==> config.mk <==
export PLATFORM = sky130hd
export DESIGN_NAME = mtr_core_mem
export DESIGN_NICKNAME = d
export VERILOG_FILES = /design/src/rtl/mtr_pkg.sv /design/src/rtl/mtr_core_mem.sv
export SDC_FILE = /design/constraint.sdc
export NUM_CORES = 2
export LEC_CHECK = 0
export BUFFER_PORTS_ARGS = -buffer_cell sky130_fd_sc_hd__buf_4
export CORE_ASPECT_RATIO = 0.8
export CORE_UTILIZATION = 45
export DETAILED_ROUTE_END_ITERATION = 16
export PLACE_DENSITY = 0.6
export SYNTH_ARGS = -nofsm -noshare
export SYNTH_HDL_FRONTEND = slang
export SYNTH_SLANG_ARGS = --single-unit
==> constraint.sdc <==
create_clock -name ref_clk -period 34 [get_ports ref_clk]
set_input_delay 1.7 -clock ref_clk [delete_from_list [all_inputs] [get_ports ref_clk]]
set_output_delay 1.7 -clock ref_clk [all_outputs]
set_load 0.05 [all_outputs]
==> src/rtl/mtr_pkg.sv <==
// Package for the core memory access block: map, field layout, commands
// Assumes one instruction clock domain shared with the execution unit
package mtr_pkg;
   localparam int          DW            = 8;
   localparam int          PCW           = 12;
   localparam int          ROMW          = 15;
   localparam int          STACK_DEPTH   = 8;
   localparam int          SPW           = 3;
   localparam logic [7:0]  A_IND0        = 8'h00;
   localparam logic [7:0]  A_PTR0        = 8'h01;
   localparam logic [7:0]  A_IND1        = 8'h02;
   localparam logic [7:0]  A_PTR1        = 8'h03;
   localparam logic [7:0]  A_BANK        = 8'h04;
   localparam logic [7:0]  A_ACC         = 8'h05;
   localparam logic [7:0]  A_PCL         = 8'h06;
   localparam logic [7:0]  A_TABLE_POINTER        = 8'h07;
   localparam logic [7:0]  A_TABLE_HIGH_BYTE        = 8'h08;
   localparam logic [7:0]  A_STATUS      = 8'h0a;
   localparam logic [7:0]  A_GP_LO       = 8'h20;
   localparam logic [7:0]  A_GP_HI       = 8'hbf;
   localparam logic [7:0]  ZERO_BYTE     = 8'h00;
   localparam logic [11:0] VEC_RESET     = 12'h000;
   localparam logic [11:0] VEC_TMR1      = 12'h00c;
   localparam logic [3:0]  LAST_PAGE     = 4'hf;
   localparam logic [5:0]  STATUS_WMASK  = 6'h0f;
   localparam int          TABLE_HIGH_BYTE_BITS     = ROMW - DW;

   typedef enum logic [3:0] {
      MTR_OP_NONE = 4'h0, MTR_OP_ADD = 4'h1, MTR_OP_SUB = 4'h2, MTR_OP_AND = 4'h3,
      MTR_OP_OR = 4'h4, MTR_OP_XOR = 4'h5, MTR_OP_CPL = 4'h6, MTR_OP_RL = 4'h7,
      MTR_OP_RR = 4'h8, MTR_OP_RLC = 4'h9, MTR_OP_RRC = 4'ha, MTR_OP_INC = 4'hb,
      MTR_OP_DEC = 4'hc, MTR_OP_DAA = 4'hd, MTR_OP_MOV = 4'he
   } mtr_alu_op_t;

   // One instruction step from the execution unit
   typedef struct packed {
      logic        valid;
      mtr_alu_op_t op;
      logic        use_imm;
      logic        carry_in_op;
      logic        to_acc;
      logic [7:0]  addr;
      logic [7:0]  imm;
   } mtr_alu_req_t;

   typedef struct packed {
      logic        call;
      logic        ret;
      logic        return_from_interrupt;
      logic        tab_cur;
      logic        tab_last;
      logic [7:0]  tab_addr;
      logic [11:0] target;
   } mtr_flow_req_t;
endpackage

==> src/rtl/mtr_core_mem.sv <==
// Table reads, return stack and banked data memory of the core
// Assumes the execution unit sends one request per cycle, same clock
`timescale 1ns/1ns
module mtr_core_mem import mtr_pkg::*; #(
   parameter int GP_WORDS = 160
) (
   input  wire logic          ref_clk,
   input  wire logic          nrst,
   input  wire mtr_alu_req_t  alu_req,
   input  wire mtr_flow_req_t flow_req,
   input  wire logic [7:0]    bit_mask,
   input  wire logic          bit_set,
   input  wire logic          bit_clr,
   input  wire logic          tmr1_ovf,
   input  wire logic          tmr1_int_en,
   input  wire logic [14:0]   rom_data,
   input  wire logic [7:0]    bank1_rdata,
   output logic [11:0]        rom_addr,
   output logic [11:0]        pc,
   output logic               busy,
   output logic               skip,
   output logic [7:0]         rd_data,
   output logic               bank1_we,
   output logic [7:0]         bank1_addr,
   output logic [7:0]         bank1_wdata,
   output logic               tmr1_pending,
   output logic               stack_full
);
   typedef enum logic [1:0] {ST_RUN = 2'b01, ST_TAB = 2'b10} mtr_state_t;

   mtr_state_t       state_q;
   logic [7:0]       gp_mem [GP_WORDS];
   logic [7:0]       ptr0_q, ptr1_q, bank_q, acc_q, table_pointer_q, status_q;
   logic [TABLE_HIGH_BYTE_BITS-1:0] table_high_byte_q;
   logic [11:0]      stack_q [STACK_DEPTH];
   logic [SPW-1:0]   sp_q;
   logic [3:0]       depth_q;
   logic [11:0]      pc_q;
   logic [7:0]       tab_dst_q;
   logic             pend_q;
   logic             t1_s1_q, t1_s2_q, t1_s3_q;

   // Effective address and bank, shared by read and write paths
   function automatic logic [8:0] eff_addr(input logic [7:0] a);
      if (a == A_IND0) eff_addr = {1'b0, ptr0_q};
      else if (a == A_IND1) eff_addr = {bank_q == 8'h01, ptr1_q};
      else eff_addr = {1'b0, a};
   endfunction

   function automatic logic is_ind(input logic [7:0] a);
      is_ind = (a == A_IND0) || (a == A_IND1);
   endfunction

   function automatic logic [7:0] mem_rd(input logic [8:0] ea);
      logic [7:0] a;
      a = ea[7:0];
      if (ea[8]) mem_rd = ZERO_BYTE;
      else if (is_ind(a)) mem_rd = ZERO_BYTE;
      else if (a >= A_GP_LO && a <= A_GP_HI)
         mem_rd = gp_mem[a - A_GP_LO];
      else case (a)
         A_PTR0:   mem_rd = ptr0_q;
         A_PTR1:   mem_rd = ptr1_q;
         A_BANK:   mem_rd = bank_q;
         A_ACC:    mem_rd = acc_q;
         A_PCL:    mem_rd = pc_q[7:0];
         A_TABLE_POINTER:   mem_rd = table_pointer_q;
         A_TABLE_HIGH_BYTE:   mem_rd = {1'b0, table_high_byte_q};
         A_STATUS: mem_rd = status_q;
         default:  mem_rd = ZERO_BYTE;
      endcase
   endfunction

   logic [8:0]  ea;
   logic [7:0]  opnd, opa, res;
   logic        c_o, ac_o, ov_o, zflag, wr_res;
   logic [8:0]  sum;
   logic        irq_take, do_push, do_pop;

   assign ea = eff_addr(alu_req.addr);
   assign opnd = alu_req.use_imm ? alu_req.imm : mem_rd(ea);
   assign opa = acc_q;

   always_comb begin
      sum = 9'h000;
      res = opnd;
      c_o = status_q[0];
      ac_o = status_q[1];
      ov_o = status_q[3];
      wr_res = alu_req.valid && state_q == ST_RUN;
      case (alu_req.op)
         MTR_OP_ADD: begin
            sum = {1'b0, opa} + {1'b0, opnd} + {8'h00, alu_req.carry_in_op & status_q[0]};
            res = sum[7:0];
            c_o = sum[8];
            ac_o = ({1'b0, opa[3:0]} + {1'b0, opnd[3:0]}) > 5'h0f;
            ov_o = (opa[7] == opnd[7]) && (res[7] != opa[7]);
         end
         MTR_OP_SUB: begin
            sum = {1'b0, opa} - {1'b0, opnd};
            res = sum[7:0];
            c_o = ~sum[8];
            ac_o = opa[3:0] >= opnd[3:0];
            ov_o = (opa[7] != opnd[7]) && (res[7] != opa[7]);
         end
         MTR_OP_AND: res = opa & opnd;
         MTR_OP_OR:  res = opa | opnd;
         MTR_OP_XOR: res = opa ^ opnd;
         MTR_OP_CPL: res = ~opnd;
         MTR_OP_RL:  res = {opnd[6:0], opnd[7]};
         MTR_OP_RR:  res = {opnd[0], opnd[7:1]};
         MTR_OP_RLC: begin
            res = {opnd[6:0], status_q[0]};
            c_o = opnd[7];
         end
         MTR_OP_RRC: begin
            res = {status_q[0], opnd[7:1]};
            c_o = opnd[0];
         end
         MTR_OP_INC: res = opnd + 8'h01;
         MTR_OP_DEC: res = opnd - 8'h01;
         MTR_OP_DAA: begin
            res = opa;
            if (opa[3:0] > 4'h9 || status_q[1]) res = res + 8'h06;
            if (res[7:4] > 4'h9 || status_q[0]) begin
               res = res + 8'h60;
               c_o = 1'b1;
            end
         end
         MTR_OP_MOV: res = (alu_req.to_acc || alu_req.use_imm) ? opnd : opa;
         default: wr_res = wr_res && (bit_set || bit_clr);
      endcase
      if (bit_set) res = opnd | bit_mask;
      if (bit_clr) res = opnd & ~bit_mask;
      zflag = (res == ZERO_BYTE);
   end

   logic [7:0] wa;
   logic       wr_mem;
   assign wr_mem = wr_res && !alu_req.to_acc && !alu_req.use_imm && !ea[8]
                   && !is_ind(ea[7:0]);
   assign wa = ea[7:0];

   // Two-stage sync for timer overflow, edge on synced copies only
   always_ff @(posedge ref_clk or negedge nrst) begin
      if (!nrst) begin
         t1_s1_q <= 1'b0;
         t1_s2_q <= 1'b0;
         t1_s3_q <= 1'b0;
      end else begin
         t1_s1_q <= tmr1_ovf;
         t1_s2_q <= t1_s1_q;
         t1_s3_q <= t1_s2_q;
      end
   end

   // Pending flag kept while stack is full; new overflow beats the clear
   always_ff @(posedge ref_clk or negedge nrst) begin
      if (!nrst) pend_q <= 1'b0;
      else if (t1_s2_q && !t1_s3_q) pend_q <= 1'b1;
      else if (irq_take) pend_q <= 1'b0;
   end

   // A return in the same cycle goes first, or its pop would be lost
   assign irq_take = pend_q && tmr1_int_en && state_q == ST_RUN
                     && depth_q != 4'(STACK_DEPTH) && !flow_req.call
                     && !flow_req.ret && !flow_req.return_from_interrupt;
   assign do_push = state_q == ST_RUN && (flow_req.call || irq_take);
   assign do_pop  = state_q == ST_RUN && (flow_req.ret || flow_req.return_from_interrupt) && !do_push;

   // Circular stack; overflow overwrites oldest without other effect
   always_ff @(posedge ref_clk or negedge nrst) begin
      if (!nrst) begin
         sp_q <= '0;
         depth_q <= 4'h0;
      end else if (do_push) begin
         sp_q <= sp_q + 3'(1);
         if (depth_q != 4'(STACK_DEPTH)) depth_q <= depth_q + 4'h1;
      end else if (do_pop) begin
         sp_q <= sp_q - 3'(1);
         if (depth_q != 4'h0) depth_q <= depth_q - 4'h1;
      end
   end

   always_ff @(posedge ref_clk) begin
      if (do_push) stack_q[sp_q] <= pc_q;
   end

   // Program counter
   always_ff @(posedge ref_clk or negedge nrst) begin
      if (!nrst) pc_q <= VEC_RESET;
      else if (irq_take) pc_q <= VEC_TMR1;
      else if (do_push) pc_q <= flow_req.target;
      else if (do_pop) pc_q <= stack_q[sp_q - 3'(1)];
      else if (wr_mem && wa == A_PCL) pc_q <= {pc_q[11:8], res};
      else if (state_q == ST_RUN) pc_q <= pc_q + 12'h001;
   end

   // Table lookup sequencer
   always_ff @(posedge ref_clk or negedge nrst) begin
      if (!nrst) begin
         state_q <= ST_RUN;
         tab_dst_q <= ZERO_BYTE;
         rom_addr <= VEC_RESET;
      end else case (state_q)
         ST_RUN: begin
            rom_addr <= pc_q;
            if (flow_req.tab_cur || flow_req.tab_last) begin
               state_q <= ST_TAB;
               tab_dst_q <= flow_req.tab_addr;
               rom_addr <= {flow_req.tab_last ? LAST_PAGE : pc_q[11:8], table_pointer_q};
            end
         end
         ST_TAB: state_q <= ST_RUN;
         default: state_q <= ST_RUN;
      endcase
   end

   logic [8:0] tea;
   logic       tab_wr;
   assign tea = eff_addr(tab_dst_q);
   assign tab_wr = state_q == ST_TAB && !tea[8] && !is_ind(tea[7:0]);

   always_ff @(posedge ref_clk or negedge nrst) begin
      if (!nrst) table_high_byte_q <= '0;
      else if (state_q == ST_TAB) table_high_byte_q <= rom_data[ROMW-1:DW];
   end

   // Special registers; table_high_byte has no write path
   always_ff @(posedge ref_clk or negedge nrst) begin
      if (!nrst) begin
         ptr0_q <= ZERO_BYTE;
         ptr1_q <= ZERO_BYTE;
         bank_q <= ZERO_BYTE;
         acc_q <= ZERO_BYTE;
         table_pointer_q <= ZERO_BYTE;
         status_q <= ZERO_BYTE;
      end else begin
         if (wr_res && (alu_req.to_acc || alu_req.use_imm)) acc_q <= res;
         if (wr_res && !bit_set && !bit_clr)
            status_q[3:0] <= {ov_o, zflag, ac_o, c_o};
         if (wr_mem) case (wa)
            A_PTR0:   ptr0_q <= res;
            A_PTR1:   ptr1_q <= res;
            A_BANK:   bank_q <= res;
            A_ACC:    acc_q <= res;
            A_TABLE_POINTER:   table_pointer_q <= res;
            A_STATUS: status_q <= {2'b00, res[5:0] & STATUS_WMASK};
            default:  ;
         endcase
         if (tab_wr && tea[7:0] == A_ACC) acc_q <= rom_data[7:0];
      end
   end

   always_ff @(posedge ref_clk) begin
      if (tab_wr && tea[7:0] >= A_GP_LO && tea[7:0] <= A_GP_HI)
         gp_mem[tea[7:0] - A_GP_LO] <= rom_data[7:0];
      else if (wr_mem && wa >= A_GP_LO && wa <= A_GP_HI)
         gp_mem[wa - A_GP_LO] <= res;
   end

   // Registered outputs
   always_ff @(posedge ref_clk or negedge nrst) begin
      if (!nrst) begin
         pc <= VEC_RESET;
         busy <= 1'b0;
         skip <= 1'b0;
         rd_data <= ZERO_BYTE;
         bank1_we <= 1'b0;
         bank1_addr <= ZERO_BYTE;
         bank1_wdata <= ZERO_BYTE;
         tmr1_pending <= 1'b0;
         stack_full <= 1'b0;
      end else begin
         pc <= pc_q;
         busy <= state_q == ST_RUN && (flow_req.tab_cur || flow_req.tab_last);
         skip <= wr_res && zflag;
         rd_data <= ea[8] ? bank1_rdata : opnd;
         bank1_we <= wr_res && ea[8] && !alu_req.to_acc;
         // Only pointer 1 reaches bank 1; lags a pointer write by one cycle
         bank1_addr <= ptr1_q;
         bank1_wdata <= res;
         tmr1_pending <= pend_q;
         stack_full <= depth_q == 4'(STACK_DEPTH);
      end
   end
endmodule

==> impl_metrics.json <==
{
  "clock_latency_ns": 0.81,
  "root_buffer": "clkbuf_16",
  "min_path_type": "reg -> reg",
  "cts_hold_buf": 0,
  "synth_adder_area_share_pct": 0.9129,
  "fin_crit_sh_pct": 38.57,
  "nets": 4980,
  "relSlewSlack_pct": 4.517,
  "hpwlAfterDp_um": 139900,
  "avgSynthCellArea_um2": 13.61,
  "drt_pass1_iterations": 6,
  "tns_ns": 0,
  "post_cts.repair.setup_buffers": 0,
  "area_growth_pct": 13.12,
  "cp_data_arrival_time_ns": 13.57,
  "synth_warnings": 0,
  "clkPwrFrac_pct": 34.7,
  "grt_util_all_layers_pct": 30.28,
  "viasPerCell": 6.396,
  "drc_errors": 0,
  "antenna_found_initial": 10,
  "yosys_most_used_dff": "edfxtp_1",
  "p_per_area_mw_per_mm2": 64.87,
  "critPathLaunchType": "input pin",
  "rows": 123,
  "end_kind": "flip-flop",
  "synth_compound_area_share_pct": 9.027,
  "rsz0062_at_grt": "false",
  "synth_top_family_by_area": "simple AND/OR/NAND/NOR gates",
  "num_vias": 43794,
  "swShare_pct": 29.69,
  "synth_seq_cells": 1513,
  "slowest_stage": "o31ai_1",
  "slowest_delay_ns": 1.18,
  "antenna_left": 0,
  "clock_skew_ns": 0.04089,
  "synthMuxAreaShare_pct": 6.300,
  "final-hold-violation-count": 0,
  "crit_type": "in -> reg",
  "critical_path.most_common_cell": "buf_4",
  "yosysUniqueCellTypes": 98,
  "drive_gt1_share_pct": 13.50,
  "synth_simple_gate_area_share_pct": 11.01,
  "num-fill-cells": 11859,
  "synthXorXnorAreaFrac_pct": 0.4799,
  "critPathRequiredTime_ns": 34.45,
  "ios": 139,
  "tightest_slew_ns": 1.420,
  "combinationalPowerShare_pct": 17.4,
  "hold_ws_ns": 0.3526,
  "globalRouteOverflowTotal": 0,
  "fp.coreArea_mm2": 0.1407,
  "start_util_pct": 45.41,
  "layout_commonest_cell": "edfxtp_1",
  "gp_congestion": 0.9407,
  "cts_sinks": 1513,
  "grt_max_degree": 116,
  "clkTransAtPathRegs_ns": 0.06,
  "syn_inst": 4692,
  "p_switching_mw": 1.392,
  "die_area_mm2": 0.1435,
  "die_h_um": 339.0,
  "min_period_ns": 13.12,
  "syn-num-nets": 4821,
  "crit_path_max_fanout": 97,
  "run_status": "finished, final reports clean",
  "power_frac_seq_pct": 47.9,
  "drt_iter0_drc": 7043,
  "port_buffers": 138,
  "synth_edf_count": 1376,
  "ys_async_sr_fraction_pct": 9.055,
  "ctsResizeCount": 0,
  "min_path_cells": 0,
  "syn_area_mm2": 0.06387,
  "reg2reg_depth": 27,
  "setup_slack_ns": 20.88,
  "setup_viol": 0,
  "cts_tree": "yes",
  "final_cell_mix": "edfxtp_1 (1,376), nand2_1 (882), buf_4 (280)",
  "grt_pass1_wl_um": 310100,
  "internal_power_mw": 3.295,
  "routedWlPerCell_um": 32.20,
  "finish.utilization_pct": 51.36,
  "clock_path_buffers": 3,
  "ir_drop_uv": 46.45,
  "routed_wl_um": 220500,
  "cellLeakagePower_nw": 24.92,
  "grt_pass1_vias": 40632,
  "dieWidth_um": 423.2,
  "yosysSeqAreaShare_pct": 70.06,
  "cts_buffers": 150,
  "place_ws_ns": 20.60,
  "max-cap-violations": 0,
  "cts-htree-levels": 4,
  "drv_slew": 0,
  "fmax_ghz": 0.07625
}
## routing by layer
| metal | vias to the layer above | global-route usage [%] | wire length [um] |
|---|---|---|---|
| met1 | 22147 | 45.76 | 92510 |
| met5 | - | 0 | 48 |
| met3 | 421 | 9.358 | 29960 |
| met2 | 3027 | 41.39 | 91150 |
| met4 | 6 | 9.394 | 6804 |
| li1 | 18193 | - | - |
## power groups by stage
| stage | Sequential [mW] | Combinational [mW] | Clock (mW) |
|---|---|---|---|
| floorplan | 2.29 | 0.457 | 0 |
| global placement | 2.28 | 0.788 | 0 |
| detailed placement | 2.28 | 0.792 | 0 |
| CTS | 2.24 | 0.796 | 1.64 |
| global route | 2.25 | 0.860 | 1.71 |
| finish | 2.24 | 0.814 | 1.63 |
## layout make-up
cell class	instances	area, um^2	share of cell area (%)
multi-input combinational	2845	18040	24.97
clock buffer	204	4079	5.646
sequential	1513	44750	61.94
inverter	56	210.2	0.2909
clock inverter	67	638.1	0.8832
timing repair buffer	285	2178	3.015
tap	1875	2346	3.247
antenna	2	5.005	0.006927
## logic make-up (layout without fill, tap and decap cells)
family,Yosys count,count (layout)
flip-flops,1513,1513
adder cells (fa/ha/maj),43,43
buffers and inverters,334,612
XOR/XNOR,35,35
AND/OR/NAND/NOR,1620,1620
other,0,2
multiplexers,325,325
AO/OA/AOI/OAI,822,822
## cell usage after synthesis, types with 7 or more instances
cell          n  area (um^2)
and2_1        8        50.05
nand3_1     210         1051
a21o_1       21        157.7
edfxtp_1   1376        41320
buf_1        26        97.59
nor4_1       19        118.9
mux2_2       56        630.6
buf_2        93        465.5
a32o_1       19        190.2
o2111ai_1    13        113.9
a31oi_1      86        538.0
a221oi_1     33        289.0
xor2_1       15        131.4
o221ai_1      9        78.83
nor3_1       36        180.2
o21a_1        9        67.56
ha_1         37        462.9
o21ai_0     144        720.7
nor2_1      283         1062
a22oi_1      38        285.3
nand4_1      33        206.5
and3_1       71        444.2
nand2b_1     15        93.84
a2111oi_0    17        148.9
a22o_1       11        96.34
o31ai_1       8        60.06
a21oi_1     127        635.6
mux2i_1     213         2132
o21ai_1       9        45.04
clkbuf_1    150        563.0
dfrtp_1     136         3403
o22ai_1      35        219.0
xnor2_1      20        175.2
a32oi_1      53        464.2
inv_1        56        210.2
mux4_2       56         1261
a221o_1      11        110.1
a31o_2        9        78.83
buf_4         7        52.55
a211oi_1     70        525.5
a311oi_1     23        201.4
nor2b_1      12        75.07
nand2_1     885         3322
o211ai_1     18        135.1
## path summary, 6_finish.rpt
path	startpoint	end	slack [ns]
setup / recovery	alu_req[8]	gp_mem[79][7]	20.88
hold reg to reg	t1_s1_q	t1_s2_q	0.35
min in group asynchronous	nrst	depth_q[3]	0.97
hold / removal	t1_s1_q	t1_s2_q	0.35
setup reg to reg	ptr0_q[1]	gp_mem[79][7]	22.09
max in group asynchronous	nrst	sp_q[0]	31.74
## sequential cells by signal (all words and copies together) (netlist names), 12 cells and up
| register | flops |
|---|---|
| stack_q | 96 |
| pc_q | 12 |
| gp_mem | 1280 |
| rom_addr | 12 |
| pc | 12 |
## worst max-delay path, delay by kind of cell
kind / cells / cell delay, ns
and+or+nand+nor: 5 / 1.84
adders and majority gates: 1 / 0.32
buffers and inverters: 10 / 4.91
muxes: 1 / 0.17
xor gates and xnor gates: 1 / 0.17
AOI/OAI and AO/OA: 12 / 4.16
## metrics by stage
stage / power [mW] / std cells / area [um^2]
floorplan: 2.748 / 4692 / 63870
global placement: 3.067 / 6573 / 67510
detailed placement: 3.072 / 6574 / 67520
CTS: 4.675 / 6845 / 72230
global route: 4.821 / 6845 / 72250
finish: 4.687 / 6847 / 72250
Note: power is estimated with default switching activity, not from simulation.
